### config.mk
export PLATFORM = sky130hd
export DESIGN_NAME = bic_regs
export DESIGN_NICKNAME = d
export VERILOG_FILES = /design/src/common/bic_pkg.sv /design/src/core/bic_regs.sv
export SDC_FILE = /design/constraint.sdc
export NUM_CORES = 1
export LEC_CHECK = 0
export BUFFER_PORTS_ARGS = -buffer_cell sky130_fd_sc_hd__buf_4
export CORE_ASPECT_RATIO = 0.5
export CORE_MARGIN = 2
export CORE_UTILIZATION = 50
export CTS_BUF_LIST = sky130_fd_sc_hd__clkbuf_4 sky130_fd_sc_hd__clkbuf_8
export DETAILED_ROUTE_END_ITERATION = 6
export MAX_ROUTING_LAYER = met4
export PLACE_DENSITY = 0.78
export SLEW_MARGIN = 20
export SYNTH_ARGS = -nofsm -noshare
export SYNTH_HDL_FRONTEND = slang
export SYNTH_SLANG_ARGS = --single-unit
export TNS_END_PERCENT = 5
### constraint.sdc
create_clock -name ref_clk -period 6.1 [get_ports ref_clk]
set_input_delay 0.305 -clock ref_clk [delete_from_list [all_inputs] [get_ports ref_clk]]
set_output_delay 0.305 -clock ref_clk [all_outputs]
set_load 0.005 [all_outputs]
### src/common/bic_pkg.sv
// constants for the bridge address, reset and lane-mapping register bank
package bic_pkg;
  localparam logic [7:0] OWN_ADDR_OFS = 8'h00;
  localparam logic [7:0] RST_CTL_OFS = 8'h01;
  localparam logic [7:0] LANE_MAP_OFS = 8'h02;
  localparam int SRC_SEL_BIT = 0;
  localparam int ADDR_LSB = 1;
  localparam int ADDR_MSB = 7;
  localparam int RST_HOLD_BIT = 3;
  localparam int RST_PULSE_BIT = 2;
  localparam int RST_ALL_BIT = 1;
  localparam int RST_KEEP_BIT = 0;
  localparam int P0_REV_BIT = 0;
  localparam int P0_DATA_SWAP_BIT = 1;
  localparam int P0_CLK_SWAP_BIT = 2;
  localparam int P1_REV_BIT = 4;
  localparam int P1_DATA_SWAP_BIT = 5;
  localparam int P1_CLK_SWAP_BIT = 6;
  localparam logic [7:0] LANE_MAP_MASK = 8'h77;
  localparam logic [7:0] LANE_MAP_RESET = 8'h00;
  localparam logic [6:0] ADDR_FIELD_RESET = 7'h00;
  localparam logic [6:0] ADDR_ONE = 7'h01;
  localparam logic SRC_SEL_RESET = 1'b0;
  localparam logic HOLD_RESET = 1'b0;
  localparam logic [7:0] READ_ZERO = 8'h00;
  localparam int CLK_MHZ = 40;
  localparam int PULSE_NS = 100;
  localparam int PULSE_CYC = (PULSE_NS * CLK_MHZ + 999) / 1000;
  localparam int PULSE_CW = 4;
  localparam logic [PULSE_CW-1:0] PULSE_LOAD = PULSE_CW'(PULSE_CYC);
  localparam logic [PULSE_CW-1:0] PULSE_ONE = 4'h1;
  localparam logic [PULSE_CW-1:0] PULSE_IDLE = 4'h0;
  localparam int LANES = 4;
endpackage

### src/core/bic_regs.sv
// address, reset-control and input lane-mapping register bank of the bridge
`timescale 1ns/100ps
`default_nettype none
// Notes on behaviour
// (RL1) The own 7-bit bus address sits in bits 7:1 of register 0x00 and starts at the strap value.
// (RL2) With the second-port enable set, the second port's address is the answering address plus one.
// (RL3) The host writes the address field with its lowest bit zero so the second port derives cleanly.
// (RL4) Bit 0 of register 0x00 picks the answering address: 0 the strap, 1 the programmed field.
// (RL5) Reset bit 3 holds the video input logic in reset while 1, never self-clears, starts from strap.
// (RL6) Writing 1 to reset bit 2 gives the video input logic a short reset pulse and the bit returns to 0.
// (RL7) Writing 1 to reset bit 1 resets the whole core including all configuration, then self-clears.
// (RL8) Writing 1 to reset bit 0 resets the core but keeps configuration, then self-clears.
// (RL9) The keep-registers core reset still reloads every strap-loaded field from its strap.
// (RL10) Register 0x02 bits 6 and 2 swap the clock lane P and N inputs of ports 1 and 0.
// (RL11) Register 0x02 bits 5 and 1 swap P and N on all data lanes of ports 1 and 0.
// (RL12) Register 0x02 bits 4 and 0 reverse the data lane order of ports 1 and 0.
// (RL13) Strap-loaded fields take the strap at startup and stay writable afterwards.
// (RL14) The bank is reachable from both the local bus port and the remote control channel.
// (RL15) Reserved bits read zero and writes to them are ignored.
// (RL16) Self-clearing reset bits read zero so the host can write 1 again.
module bic_regs (
  input wire logic ref_clk,
  input wire logic rstn,
  input wire logic [6:0] address_strap_pin,
  input wire logic mode_strap_pin_one,
  input wire logic second_port_bus_enable,
  input wire logic [7:0] loc_addr,
  input wire logic [7:0] loc_wdata,
  input wire logic loc_wr,
  input wire logic loc_rd,
  output logic [7:0] loc_rdata,
  output logic loc_rvalid,
  input wire logic [7:0] rem_addr,
  input wire logic [7:0] rem_wdata,
  input wire logic rem_wr,
  input wire logic rem_rd,
  output logic [7:0] rem_rdata,
  output logic rem_rvalid,
  input wire logic [3:0] port0_data_p,
  input wire logic [3:0] port0_data_n,
  input wire logic port0_clk_p,
  input wire logic port0_clk_n,
  input wire logic [3:0] port1_data_p,
  input wire logic [3:0] port1_data_n,
  input wire logic port1_clk_p,
  input wire logic port1_clk_n,
  output logic [3:0] port0_lane_p,
  output logic [3:0] port0_lane_n,
  output logic port0_lclk_p,
  output logic port0_lclk_n,
  output logic [3:0] port1_lane_p,
  output logic [3:0] port1_lane_n,
  output logic port1_lclk_p,
  output logic port1_lclk_n,
  output logic [6:0] active_address,
  output logic [6:0] second_port_address,
  output logic second_port_active,
  output logic video_input_reset,
  output logic core_reset_with_registers,
  output logic core_reset_keep_registers
);

  function automatic logic [3:0] map_lanes(input logic [3:0] v, input logic rev);
    map_lanes = rev ? {v[0], v[1], v[2], v[3]} : v;
  endfunction

  function automatic logic [6:0] addr_plus_one(input logic [6:0] a);
    addr_plus_one = a + bic_pkg::ADDR_ONE;
  endfunction

  logic strap_done_r;
  logic [6:0] strap_addr_r;
  logic [6:0] addr_field_r;
  logic src_sel_r;
  logic hold_r;
  logic [7:0] lane_r;
  logic [bic_pkg::PULSE_CW-1:0] pulse_cnt_r;
  logic [6:0] active_address_r;
  logic [6:0] second_port_address_r;
  logic second_port_active_r;
  logic video_input_reset_r;
  logic core_all_r;
  logic core_keep_r;
  logic [7:0] loc_rdata_r;
  logic loc_rvalid_r;
  logic [7:0] rem_rdata_r;
  logic rem_rvalid_r;
  logic [3:0] p0_p_r;
  logic [3:0] p0_n_r;
  logic p0_cp_r;
  logic p0_cn_r;
  logic [3:0] p1_p_r;
  logic [3:0] p1_n_r;
  logic p1_cp_r;
  logic p1_cn_r;

  // both access paths write the same bank; the local port wins a same-cycle clash
  wire logic loc_addr_we = loc_wr && (loc_addr == bic_pkg::OWN_ADDR_OFS); // RL14
  wire logic rem_addr_we = rem_wr && (rem_addr == bic_pkg::OWN_ADDR_OFS); // RL14
  wire logic loc_rst_we = loc_wr && (loc_addr == bic_pkg::RST_CTL_OFS);
  wire logic rem_rst_we = rem_wr && (rem_addr == bic_pkg::RST_CTL_OFS);
  wire logic loc_lane_we = loc_wr && (loc_addr == bic_pkg::LANE_MAP_OFS);
  wire logic rem_lane_we = rem_wr && (rem_addr == bic_pkg::LANE_MAP_OFS);
  wire logic addr_we = loc_addr_we || rem_addr_we;
  wire logic rst_we = loc_rst_we || rem_rst_we;
  wire logic lane_we = loc_lane_we || rem_lane_we;
  wire logic [7:0] addr_wd = loc_addr_we ? loc_wdata : rem_wdata;
  wire logic [7:0] rst_wd = loc_rst_we ? loc_wdata : rem_wdata;
  wire logic [7:0] lane_wd = loc_lane_we ? loc_wdata : rem_wdata;

  wire logic all_trig = rst_we && rst_wd[bic_pkg::RST_ALL_BIT]; // RL7
  wire logic keep_trig = rst_we && rst_wd[bic_pkg::RST_KEEP_BIT]; // RL8
  wire logic pulse_trig = rst_we && rst_wd[bic_pkg::RST_PULSE_BIT]; // RL6
  // straps are caught on the first edge after release and again on either core reset
  wire logic strap_load = !strap_done_r || keep_trig || all_trig; // RL9 RL13

  wire logic [6:0] strap_addr_nxt = strap_load ? address_strap_pin : strap_addr_r;
  wire logic [6:0] addr_field_nxt = strap_load ? address_strap_pin :
      addr_we ? addr_wd[bic_pkg::ADDR_MSB:bic_pkg::ADDR_LSB] : addr_field_r; // RL1 RL13
  wire logic src_sel_nxt = all_trig ? bic_pkg::SRC_SEL_RESET :
      addr_we ? addr_wd[bic_pkg::SRC_SEL_BIT] : src_sel_r;
  wire logic hold_nxt = strap_load ? mode_strap_pin_one :
      rst_we ? rst_wd[bic_pkg::RST_HOLD_BIT] : hold_r; // RL5
  // reserved lane-map bits never reach the register
  wire logic [7:0] lane_nxt = all_trig ? bic_pkg::LANE_MAP_RESET :
      lane_we ? (lane_wd & bic_pkg::LANE_MAP_MASK) : lane_r; // RL15
  wire logic [bic_pkg::PULSE_CW-1:0] pulse_cnt_nxt = pulse_trig ? bic_pkg::PULSE_LOAD :
      (pulse_cnt_r != bic_pkg::PULSE_IDLE) ? pulse_cnt_r - bic_pkg::PULSE_ONE : pulse_cnt_r;
  wire logic [6:0] answer_addr_nxt = src_sel_nxt ? addr_field_nxt : strap_addr_nxt; // RL4
  // the clear-on-write reset bits are not stored, so they always read zero
  wire logic [7:0] rst_view = {4'h0, hold_r, 3'h0}; // RL16 RL15
  wire logic [7:0] addr_view = {addr_field_r, src_sel_r};

  function automatic logic [7:0] read_mux(input logic [7:0] a, input logic [7:0] av,
                                          input logic [7:0] rv, input logic [7:0] lv);
    if (a == bic_pkg::OWN_ADDR_OFS) begin
      read_mux = av;
    end else if (a == bic_pkg::RST_CTL_OFS) begin
      read_mux = rv;
    end else if (a == bic_pkg::LANE_MAP_OFS) begin
      read_mux = lv;
    end else begin
      read_mux = bic_pkg::READ_ZERO;
    end
  endfunction

  wire logic [7:0] loc_rd_nxt = read_mux(loc_addr, addr_view, rst_view, lane_r);
  wire logic [7:0] rem_rd_nxt = read_mux(rem_addr, addr_view, rst_view, lane_r);

  always_ff @(posedge ref_clk or negedge rstn) begin
    if (!rstn) begin
      strap_done_r <= 1'b0;
      strap_addr_r <= bic_pkg::ADDR_FIELD_RESET;
      addr_field_r <= bic_pkg::ADDR_FIELD_RESET;
      src_sel_r <= bic_pkg::SRC_SEL_RESET;
      hold_r <= bic_pkg::HOLD_RESET;
      lane_r <= bic_pkg::LANE_MAP_RESET;
      pulse_cnt_r <= bic_pkg::PULSE_IDLE;
    end else begin
      strap_done_r <= 1'b1;
      strap_addr_r <= strap_addr_nxt;
      addr_field_r <= addr_field_nxt;
      src_sel_r <= src_sel_nxt;
      hold_r <= hold_nxt;
      lane_r <= lane_nxt;
      pulse_cnt_r <= pulse_cnt_nxt;
    end
  end

  always_ff @(posedge ref_clk or negedge rstn) begin
    if (!rstn) begin
      active_address_r <= bic_pkg::ADDR_FIELD_RESET;
      second_port_address_r <= bic_pkg::ADDR_FIELD_RESET;
      second_port_active_r <= 1'b0;
      video_input_reset_r <= 1'b0;
      core_all_r <= 1'b0;
      core_keep_r <= 1'b0;
    end else begin
      active_address_r <= answer_addr_nxt; // RL4
      second_port_address_r <= addr_plus_one(answer_addr_nxt); // RL2
      second_port_active_r <= second_port_bus_enable;
      video_input_reset_r <= hold_nxt || (pulse_cnt_nxt != bic_pkg::PULSE_IDLE); // RL5 RL6
      core_all_r <= all_trig; // RL7
      core_keep_r <= keep_trig; // RL8
    end
  end

  always_ff @(posedge ref_clk or negedge rstn) begin
    if (!rstn) begin
      loc_rdata_r <= bic_pkg::READ_ZERO;
      loc_rvalid_r <= 1'b0;
      rem_rdata_r <= bic_pkg::READ_ZERO;
      rem_rvalid_r <= 1'b0;
    end else begin
      loc_rdata_r <= loc_rd ? loc_rd_nxt : loc_rdata_r;
      loc_rvalid_r <= loc_rd;
      rem_rdata_r <= rem_rd ? rem_rd_nxt : rem_rdata_r; // RL14
      rem_rvalid_r <= rem_rd;
    end
  end

  // lane remap costs one register stage of latency on every input
  always_ff @(posedge ref_clk or negedge rstn) begin
    if (!rstn) begin
      p0_p_r <= 4'h0;
      p0_n_r <= 4'h0;
      p0_cp_r <= 1'b0;
      p0_cn_r <= 1'b0;
      p1_p_r <= 4'h0;
      p1_n_r <= 4'h0;
      p1_cp_r <= 1'b0;
      p1_cn_r <= 1'b0;
    end else begin
      p0_p_r <= map_lanes(lane_r[bic_pkg::P0_DATA_SWAP_BIT] ? port0_data_n : port0_data_p,
                          lane_r[bic_pkg::P0_REV_BIT]); // RL11 RL12
      p0_n_r <= map_lanes(lane_r[bic_pkg::P0_DATA_SWAP_BIT] ? port0_data_p : port0_data_n,
                          lane_r[bic_pkg::P0_REV_BIT]); // RL11 RL12
      p0_cp_r <= lane_r[bic_pkg::P0_CLK_SWAP_BIT] ? port0_clk_n : port0_clk_p; // RL10
      p0_cn_r <= lane_r[bic_pkg::P0_CLK_SWAP_BIT] ? port0_clk_p : port0_clk_n; // RL10
      p1_p_r <= map_lanes(lane_r[bic_pkg::P1_DATA_SWAP_BIT] ? port1_data_n : port1_data_p,
                          lane_r[bic_pkg::P1_REV_BIT]); // RL11 RL12
      p1_n_r <= map_lanes(lane_r[bic_pkg::P1_DATA_SWAP_BIT] ? port1_data_p : port1_data_n,
                          lane_r[bic_pkg::P1_REV_BIT]); // RL11 RL12
      p1_cp_r <= lane_r[bic_pkg::P1_CLK_SWAP_BIT] ? port1_clk_n : port1_clk_p; // RL10
      p1_cn_r <= lane_r[bic_pkg::P1_CLK_SWAP_BIT] ? port1_clk_p : port1_clk_n; // RL10
    end
  end

  assign loc_rdata = loc_rdata_r;
  assign loc_rvalid = loc_rvalid_r;
  assign rem_rdata = rem_rdata_r;
  assign rem_rvalid = rem_rvalid_r;
  assign port0_lane_p = p0_p_r;
  assign port0_lane_n = p0_n_r;
  assign port0_lclk_p = p0_cp_r;
  assign port0_lclk_n = p0_cn_r;
  assign port1_lane_p = p1_p_r;
  assign port1_lane_n = p1_n_r;
  assign port1_lclk_p = p1_cp_r;
  assign port1_lclk_n = p1_cn_r;
  assign active_address = active_address_r;
  assign second_port_address = second_port_address_r;
  assign second_port_active = second_port_active_r;
  assign video_input_reset = video_input_reset_r;
  assign core_reset_with_registers = core_all_r;
  assign core_reset_keep_registers = core_keep_r;

  property p_strap_start;
    @(posedge ref_clk) disable iff (!rstn)
    !strap_done_r |=> addr_field_r == $past(address_strap_pin);
  endproperty
  a_strap_start: assert property (p_strap_start) else $error("address field missed strap"); // RL1

  property p_answer_src;
    @(posedge ref_clk) disable iff (!rstn)
    strap_done_r |-> active_address_r == (src_sel_r ? addr_field_r : strap_addr_r);
  endproperty
  a_answer_src: assert property (p_answer_src) else $error("wrong answering address"); // RL4

  property p_second_addr;
    @(posedge ref_clk) disable iff (!rstn)
    strap_done_r |-> second_port_address_r == addr_plus_one(active_address_r);
  endproperty
  a_second_addr: assert property (p_second_addr) else $error("second address not plus one"); // RL2

  property p_hold_level;
    @(posedge ref_clk) disable iff (!rstn)
    strap_done_r && hold_r |-> video_input_reset_r;
  endproperty
  a_hold_level: assert property (p_hold_level) else $error("held video reset not applied"); // RL5

  property p_video_pulse;
    @(posedge ref_clk) disable iff (!rstn)
    pulse_trig && !all_trig && !keep_trig |=> video_input_reset_r [*4];
  endproperty
  a_video_pulse: assert property (p_video_pulse) else $error("video reset pulse too short"); // RL6

  property p_core_all;
    @(posedge ref_clk) disable iff (!rstn)
    all_trig |=> core_all_r && lane_r == bic_pkg::LANE_MAP_RESET && !src_sel_r;
  endproperty
  a_core_all: assert property (p_core_all) else $error("full core reset kept config"); // RL7

  property p_core_keep;
    @(posedge ref_clk) disable iff (!rstn)
    keep_trig && !all_trig && !lane_we |=> core_keep_r && lane_r == $past(lane_r);
  endproperty
  a_core_keep: assert property (p_core_keep) else $error("keep reset lost config"); // RL8

  property p_strap_reload;
    @(posedge ref_clk) disable iff (!rstn)
    keep_trig |=> addr_field_r == $past(address_strap_pin) && hold_r == $past(mode_strap_pin_one);
  endproperty
  a_strap_reload: assert property (p_strap_reload) else $error("strap fields not reloaded"); // RL9

  property p_rst_read;
    @(posedge ref_clk) disable iff (!rstn)
    loc_rd && loc_addr == bic_pkg::RST_CTL_OFS |=> loc_rvalid_r && loc_rdata_r[2:0] == 3'h0
      && loc_rdata_r[7:4] == 4'h0 && loc_rdata_r[bic_pkg::RST_HOLD_BIT] == $past(hold_r);
  endproperty
  a_rst_read: assert property (p_rst_read) else $error("reset register read wrong"); // RL16

  property p_remote_write;
    @(posedge ref_clk) disable iff (!rstn)
    rem_lane_we && !loc_lane_we && !all_trig |=> lane_r == ($past(rem_wdata) & bic_pkg::LANE_MAP_MASK);
  endproperty
  a_remote_write: assert property (p_remote_write) else $error("remote write not stored"); // RL14

  property p_port0_map;
    @(posedge ref_clk) disable iff (!rstn)
    lane_r[bic_pkg::P0_REV_BIT] && !lane_r[bic_pkg::P0_DATA_SWAP_BIT] && !lane_we
      |=> port0_lane_p == {$past(port0_data_p[0]), $past(port0_data_p[1]),
                           $past(port0_data_p[2]), $past(port0_data_p[3])};
  endproperty
  a_port0_map: assert property (p_port0_map) else $error("port0 lane order wrong"); // RL12

  property p_port1_clk;
    @(posedge ref_clk) disable iff (!rstn)
    lane_r[bic_pkg::P1_CLK_SWAP_BIT] |=> port1_lclk_p == $past(port1_clk_n);
  endproperty
  a_port1_clk: assert property (p_port1_clk) else $error("port1 clock swap wrong"); // RL10

endmodule
`default_nettype wire

Word-level counts from Yosys, hierarchy flattened
Index checks and enable logic that the tools add are counted.
{ "word_totals": {"word_cells": 85, "output_inout_bits": 56, "ff_bits": 85, "input_bits": 67} }
{ "classes": {"n_addsub": 2, "n_eq_ne": 4, "muxes": 33, "reduce_logical": 21} }
{ "ops": {"columns": ["cell", "count"], "rows": [
  ["2-to-1 mux 8 bit", 9],
  ["2-to-1 mux 4 bit", 11],
  ["2-to-1 mux 7 bit", 5],
  ["== test 8 x 1 -> 1 bit (second input constant)", 2],
  ["== test 8 x 2 -> 1 bit (second input constant)", 2],
  ["logical NOT 8 bit", 2],
  ["logical AND 1 bit", 9],
  ["2-to-1 mux 1 bit", 8],
  ["nonzero test 4 bit", 2],
  ["adder 7 x 1 -> 7 bit (second input constant)", 1],
  ["logical OR 1 bit", 6],
  ["subtractor 4 x 1 -> 4 bit (second input constant)", 1],
  ["nonzero test 2 bit", 1],
  ["logical NOT 1 bit", 1]
]} }

Depth between registers and ports, before layout
{ "depth": {"ltp_word": 9, "depth_mapped": 15, "depth_no_buf": 13} }

Worst setup path before layout
Ideal clock, no wire load.
{ "synth_timing": {"path_type": "input to register", "startpoint": "input port rem_addr[1]", "endpoint": "register second_port_address_r[6] (netlist: second_port_address[6])", "required_ps": 5977, "path_buffers": 2, "arrival_time_ps": 2901, "setup_time_ps": 123, "cell_stages": 13, "slack_ps": 3076, "cell_sequence": "or4b_1 > or3_4 > o31ai_1 > buf_2 > buf_2 > mux2i_1 > a21o_1 > inv_2 > ha_1 > inv_1 > a211oi_2 > nand4_1 > xnor2_1"} }
{ "synth_between": {"elab_chain_cells": 9, "elab_cells_between_ends": 17, "cone_classes": "1 x add/sub; 1 x eq/ne; 6 x mux; 9 x reduce/logical"} }
{ "synth_lines": {"columns": ["element", "line_no", "rtl"], "rows": [
  ["start, declared", "bic_regs.sv:33", "input wire logic [7:0] rem_addr,"],
  ["== test 8 x 1 -> 1 bit", "bic_regs.sv:101", "wire logic rem_rst_we = rem_wr && (rem_addr == bic_pkg::RST_CTL_OFS);"],
  ["logical AND 1 bit", "bic_regs.sv:101", null],
  ["logical OR 1 bit", "bic_regs.sv:105", "wire logic rst_we = loc_rst_we || rem_rst_we;"],
  ["logical AND 1 bit", "bic_regs.sv:112", "wire logic keep_trig = rst_we && rst_wd[bic_pkg::RST_KEEP_BIT];"],
  ["logical OR 1 bit (2 in a row)", "bic_regs.sv:115", "wire logic strap_load = !strap_done_r || keep_trig || all_trig;"],
  ["2-to-1 mux 7 bit, on equally long branches", "bic_regs.sv:117, bic_regs.sv:118", null],
  ["2-to-1 mux 7 bit *", "bic_regs.sv:129", "wire logic [6:0] answer_addr_nxt = src_sel_nxt ? addr_field_nxt : strap_addr_nxt;"],
  ["named net answer_addr_nxt[0]", "bic_regs.sv:129", null],
  ["adder 7 x 1 -> 7 bit *", "bic_regs.sv:68", "addr_plus_one = a + bic_pkg::ADDR_ONE;"],
  ["end signal, assigned", "bic_regs.sv:173", "second_port_address_r <= bic_pkg::ADDR_FIELD_RESET;"],
  ["end signal, assigned", "bic_regs.sv:180", "second_port_address_r <= addr_plus_one(answer_addr_nxt);"],
  ["end, declared", "bic_regs.sv:79", "logic [6:0] second_port_address_r;"]
]} }
The timed path passes the listed nets; every way through them passes the cells marked *.
A chain may end at the register's enable or synchronous reset.

Worst setup path after layout
{ "layout_timing": {"startpoint": "input port loc_addr[3]", "endpoint": "register second_port_address_r[6] (netlist: second_port_address[6])"} }
{ "layout_between": {"elab_chain_cells": 9, "elab_cells_between_ends": 19, "cone_classes": "1 x add/sub; 1 x eq/ne; 8 x mux; 9 x reduce/logical"} }
{ "layout_lines": {"columns": ["element", "line_no", "rtl"], "rows": [
  ["start, declared", "bic_regs.sv:27", "input wire logic [7:0] loc_addr,"],
  ["== test 8 x 1 -> 1 bit", "bic_regs.sv:100", "wire logic loc_rst_we = loc_wr && (loc_addr == bic_pkg::RST_CTL_OFS);"],
  ["logical AND 1 bit", "bic_regs.sv:100", null],
  ["2-to-1 mux 4 bit or logical OR 1 bit (tied branches)", "bic_regs.sv:108, bic_regs.sv:105", null],
  ["logical AND 1 bit", "bic_regs.sv:112", null],
  ["logical OR 1 bit (2 in a row)", "bic_regs.sv:115", null],
  ["2-to-1 mux 7 bit, on equally long branches", "bic_regs.sv:117, bic_regs.sv:118", null],
  ["2-to-1 mux 7 bit *", "bic_regs.sv:129", null],
  ["named net answer_addr_nxt[1]", "bic_regs.sv:129", null],
  ["adder 7 x 1 -> 7 bit *", "bic_regs.sv:68", null]
]} }
Marked as above.

==> flow_summary.ini <==
[status]
outcome = finished, violations left
violations = negative hold slack

[route]
vias_per_cell = 5.486
drtIter0Drc = 149
detail-route-antenna-nets = 0
finalWirelength_mm = 9.962
vias = 3094
drt-wirelength-per-cell_um = 17.66
drc = 0
dr.pass1.iters = 4

[global_routing]
grt_max_degree = 84
overflow = 0
antenna_found_initial = 0
grt_pass1_vias = 3071
track_usage_pct = 25.18
grt_pass1_wl_mm = 15.70

[setup_path]
worstPathRequired_ps = 6370
worstSetupPathType = in -> reg
arrival_ps = 3600
cp_max_fo = 14
cp-start-kind = input port
crit_path_end_kind = register

[yosys]
syn_nets = 404
synth_edf_count = 0
synth_cell_types = 55
yosys_warnings = 0
synthCells = 335
ys_seq_area_share_pct = 52.77
ys.flop_type = dfrtp_1
netlist_area_um2 = 3936
synthArstFlopShare_pct = 100.0
avgSynthCellArea_um2 = 11.75
ys_seq_elements = 83

[finish]
multiInputGateArea_um2 = 1699
register_area_um2 = 2077
syn2layout_area_growth_pct = 31.12
antenna_cells = 0
fin_nets = 520
drive_gt1_share_pct = 39.04
nFillCells = 575
fin_cells = 564

[cts]
clock-sinks = 83
post_cts_buffers = 0
cts-root-buf = clkbuf_8
cts_tree = yes
clockBufferDepth = 2
cts.clk_slew.worst_paths_ps = 80
cts_made_buffers = 9
clk_latency_ps = 350
h-tree-depth = 3
cts-resized-gates = 0
cts_hold_buf = 0

[placement]
dp_cells = 548
post-dp-hpwl_mm = 7.491
finalWeightedCongestion = 0.8357
io_buffers = 122

[power]
comb_power_share_pct = 23.6
ir_drop_mv = 0.2578
p_seq_share_pct = 46.0
p_sw_share_pct = 27.06
power.internal_w = 0.001083
clockPowerShare_pct = 30.4
power.switching_w = 0.0004019
leakagePower_nw = 2.389
cellPowerDensity_nw_per_um2 = 287.7

[floorplanning]
die_x_um = 129.5
initial_utilization_pct = 52.57
rows = 22
die_area_um2 = 8642
core_area_um2 = 7487
die-height_um = 66.74
ios = 123

[sta]
slew_headroom_pct = 45.72
tns_ps = 0
fmax_mhz = 300.7
maxSlewViolCount = 0
tightest_slew_ps = 806.8
fin_skew_ps = 6.470
hold_viol_final = 24
setup_viol = 0
timing.final.crit_share_pct = 54.52
period_minus_slack_ps = 3326
hold-worst-slack_ps = -27.94
rsz0062_at_grt = no

[hold_path]
hold_path.class = in -> async

[job]
maxCapViolCount = 0
==> path summary, 6_finish.rpt <==
path / cells past startpoint / start / slack (ps) / end
worst min-delay path: 1 / rstn / -30 / strap_done_r$_DFF_PN0_
worst min register to register: 2 / strap_addr_r[5]$_DFF_PN0_ / 470 / strap_addr_r[5]$_DFF_PN0_
min in group ref_clk: 1 / second_port_bus_enable / 70 / second_port_active$_DFF_PN0_
worst max-delay path: 12 / loc_addr[3] / 2770 / second_port_address[6]$_DFF_PN0_
worst max register to register: 14 / strap_done_r$_DFF_PN0_ / 3670 / second_port_address[6]$_DFF_PN0_
max in group asynchronous: 1 / rstn / 5590 / port1_lane_n[0]$_DFF_PN0_
==> cell usage in the layout, fill, tap and decap left out, types with 2 or more instances in the layout <==
| cell type | instances |
|---|---|
| buf_4 | 122 |
| inv_1 | 18 |
| ha_1 | 2 |
| o21a_1 | 2 |
| xnor2_1 | 6 |
| a22oi_1 | 6 |
| o21ai_0 | 4 |
| o21ai_2 | 2 |
| a31oi_1 | 2 |
| nor2_1 | 28 |
| nand2_1 | 35 |
| bufinv_16 | 2 |
| o22ai_1 | 7 |
| mux2_2 | 9 |
| a21o_1 | 3 |
| and3_1 | 3 |
| mux4_2 | 16 |
| nor3_1 | 6 |
| or4_4 | 2 |
| a211oi_1 | 7 |
| a21oi_1 | 14 |
| a22o_1 | 3 |
| dfrtp_1 | 83 |
| mux2i_1 | 22 |
| a211o_1 | 2 |
| clkbuf_8 | 11 |
| or3_1 | 2 |
| clkbuf_4 | 2 |
| nand3_1 | 5 |
| nor2b_1 | 3 |
==> power by group through the flow <==
stage | logic, W | clock network, W | registers, W
after detailed placement | 0.000350 | 0 | 0.000693
after global routing | 0.000386 | 0.000487 | 0.000691
after floorplan | 0.000197 | 0 | 0.000674
final | 0.000350 | 0.000452 | 0.000682
after CTS | 0.000352 | 0.000464 | 0.000682
after global placement | 0.000332 | 0 | 0.000686
==> per-stage QoR <==
stage	instance area [um2]	hold slack, ps	power [W]	utilization (%)	setup WS (ps)
after floorplan	3936	9.409	0.0008713	-	3076
after global placement	4922	416.9	0.001018	65.74	2692
after detailed placement	4922	423.3	0.001043	65.74	2474
after CTS	5157	51.10	0.001498	68.88	2833
after global routing	5161	46.64	0.001564	68.93	2528
final	5161	-27.94	0.001485	68.93	2774
==> cell usage after synthesis, types with 4 or more instances <==
cell       n  area [um2]
nand2_1   35       131.4
nor3_1     6       30.03
dfrtp_1   83        2077
nand3_1    5       25.02
a22oi_1    6       45.04
mux2_2     9       101.4
o22ai_1    7       43.79
mux4_2    16       360.4
nor2_1    28       105.1
mux2i_1   22       220.2
xnor2_1    6       52.55
a211oi_1   7       52.55
clkbuf_1  13       48.80
a21oi_1   14       70.07
o21ai_0    4       20.02
inv_1     18       67.56
==> flip-flops by register name, summed over array words and instances, names as in the netlist, 4 cells and up <==
register,flops
loc_rdata,8
strap_addr_r,7
port1_lane_p,4
port0_lane_n,4
pulse_cnt_r,4
lane_r,6
addr_field_r,7
rem_rdata,8
port0_lane_p,4
second_port_address,7
port1_lane_n,4
active_address,7
==> logic make-up after synthesis <==
kind of cell	Yosys count	share of synthesized area (%)
compound gates	63	11.98
buf+inv	38	4.196
flops	83	52.77
other cells	1	0.09527
xor+xnor	6	1.335
fa+ha+maj	2	0.6356
simple gates	95	11.67
mux	47	17.32
==> metal layers <==
metal | vias to the layer above | global-route usage, % | wire, um | share of wire, %
met5 | - | - | 0 | 0
met4 | 0 | 7.661 | 57 | 0.57
met3 | 4 | 5.221 | 576 | 5.8
met2 | 93 | 40.53 | 4924 | 49
met1 | 1555 | 32.86 | 4403 | 44
li1 | 1442 | - | - | -
==> layout make-up <==
class                           count  area share [%]
Clock buffer                       13           3.224
Clock inverter                      3           1.333
Inverter                           20           1.697
Multi-Input combinational cell    214           32.92
Sequential cell                    83           40.24
Tap cell                          108           2.618
Timing Repair Buffer              123           17.96
==> worst max-delay path: stages <==
cell      delay [ps]
buf_4            110
nor4_1           710
nand4b_1         670
o221a_1          340
or2_1            380
a221o_1          350
o21a_1           140
ha_1             170
inv_1            110
a211oi_2          60
nand4_1          140
xnor2_1          120
(Power assumes the default switching activity.)
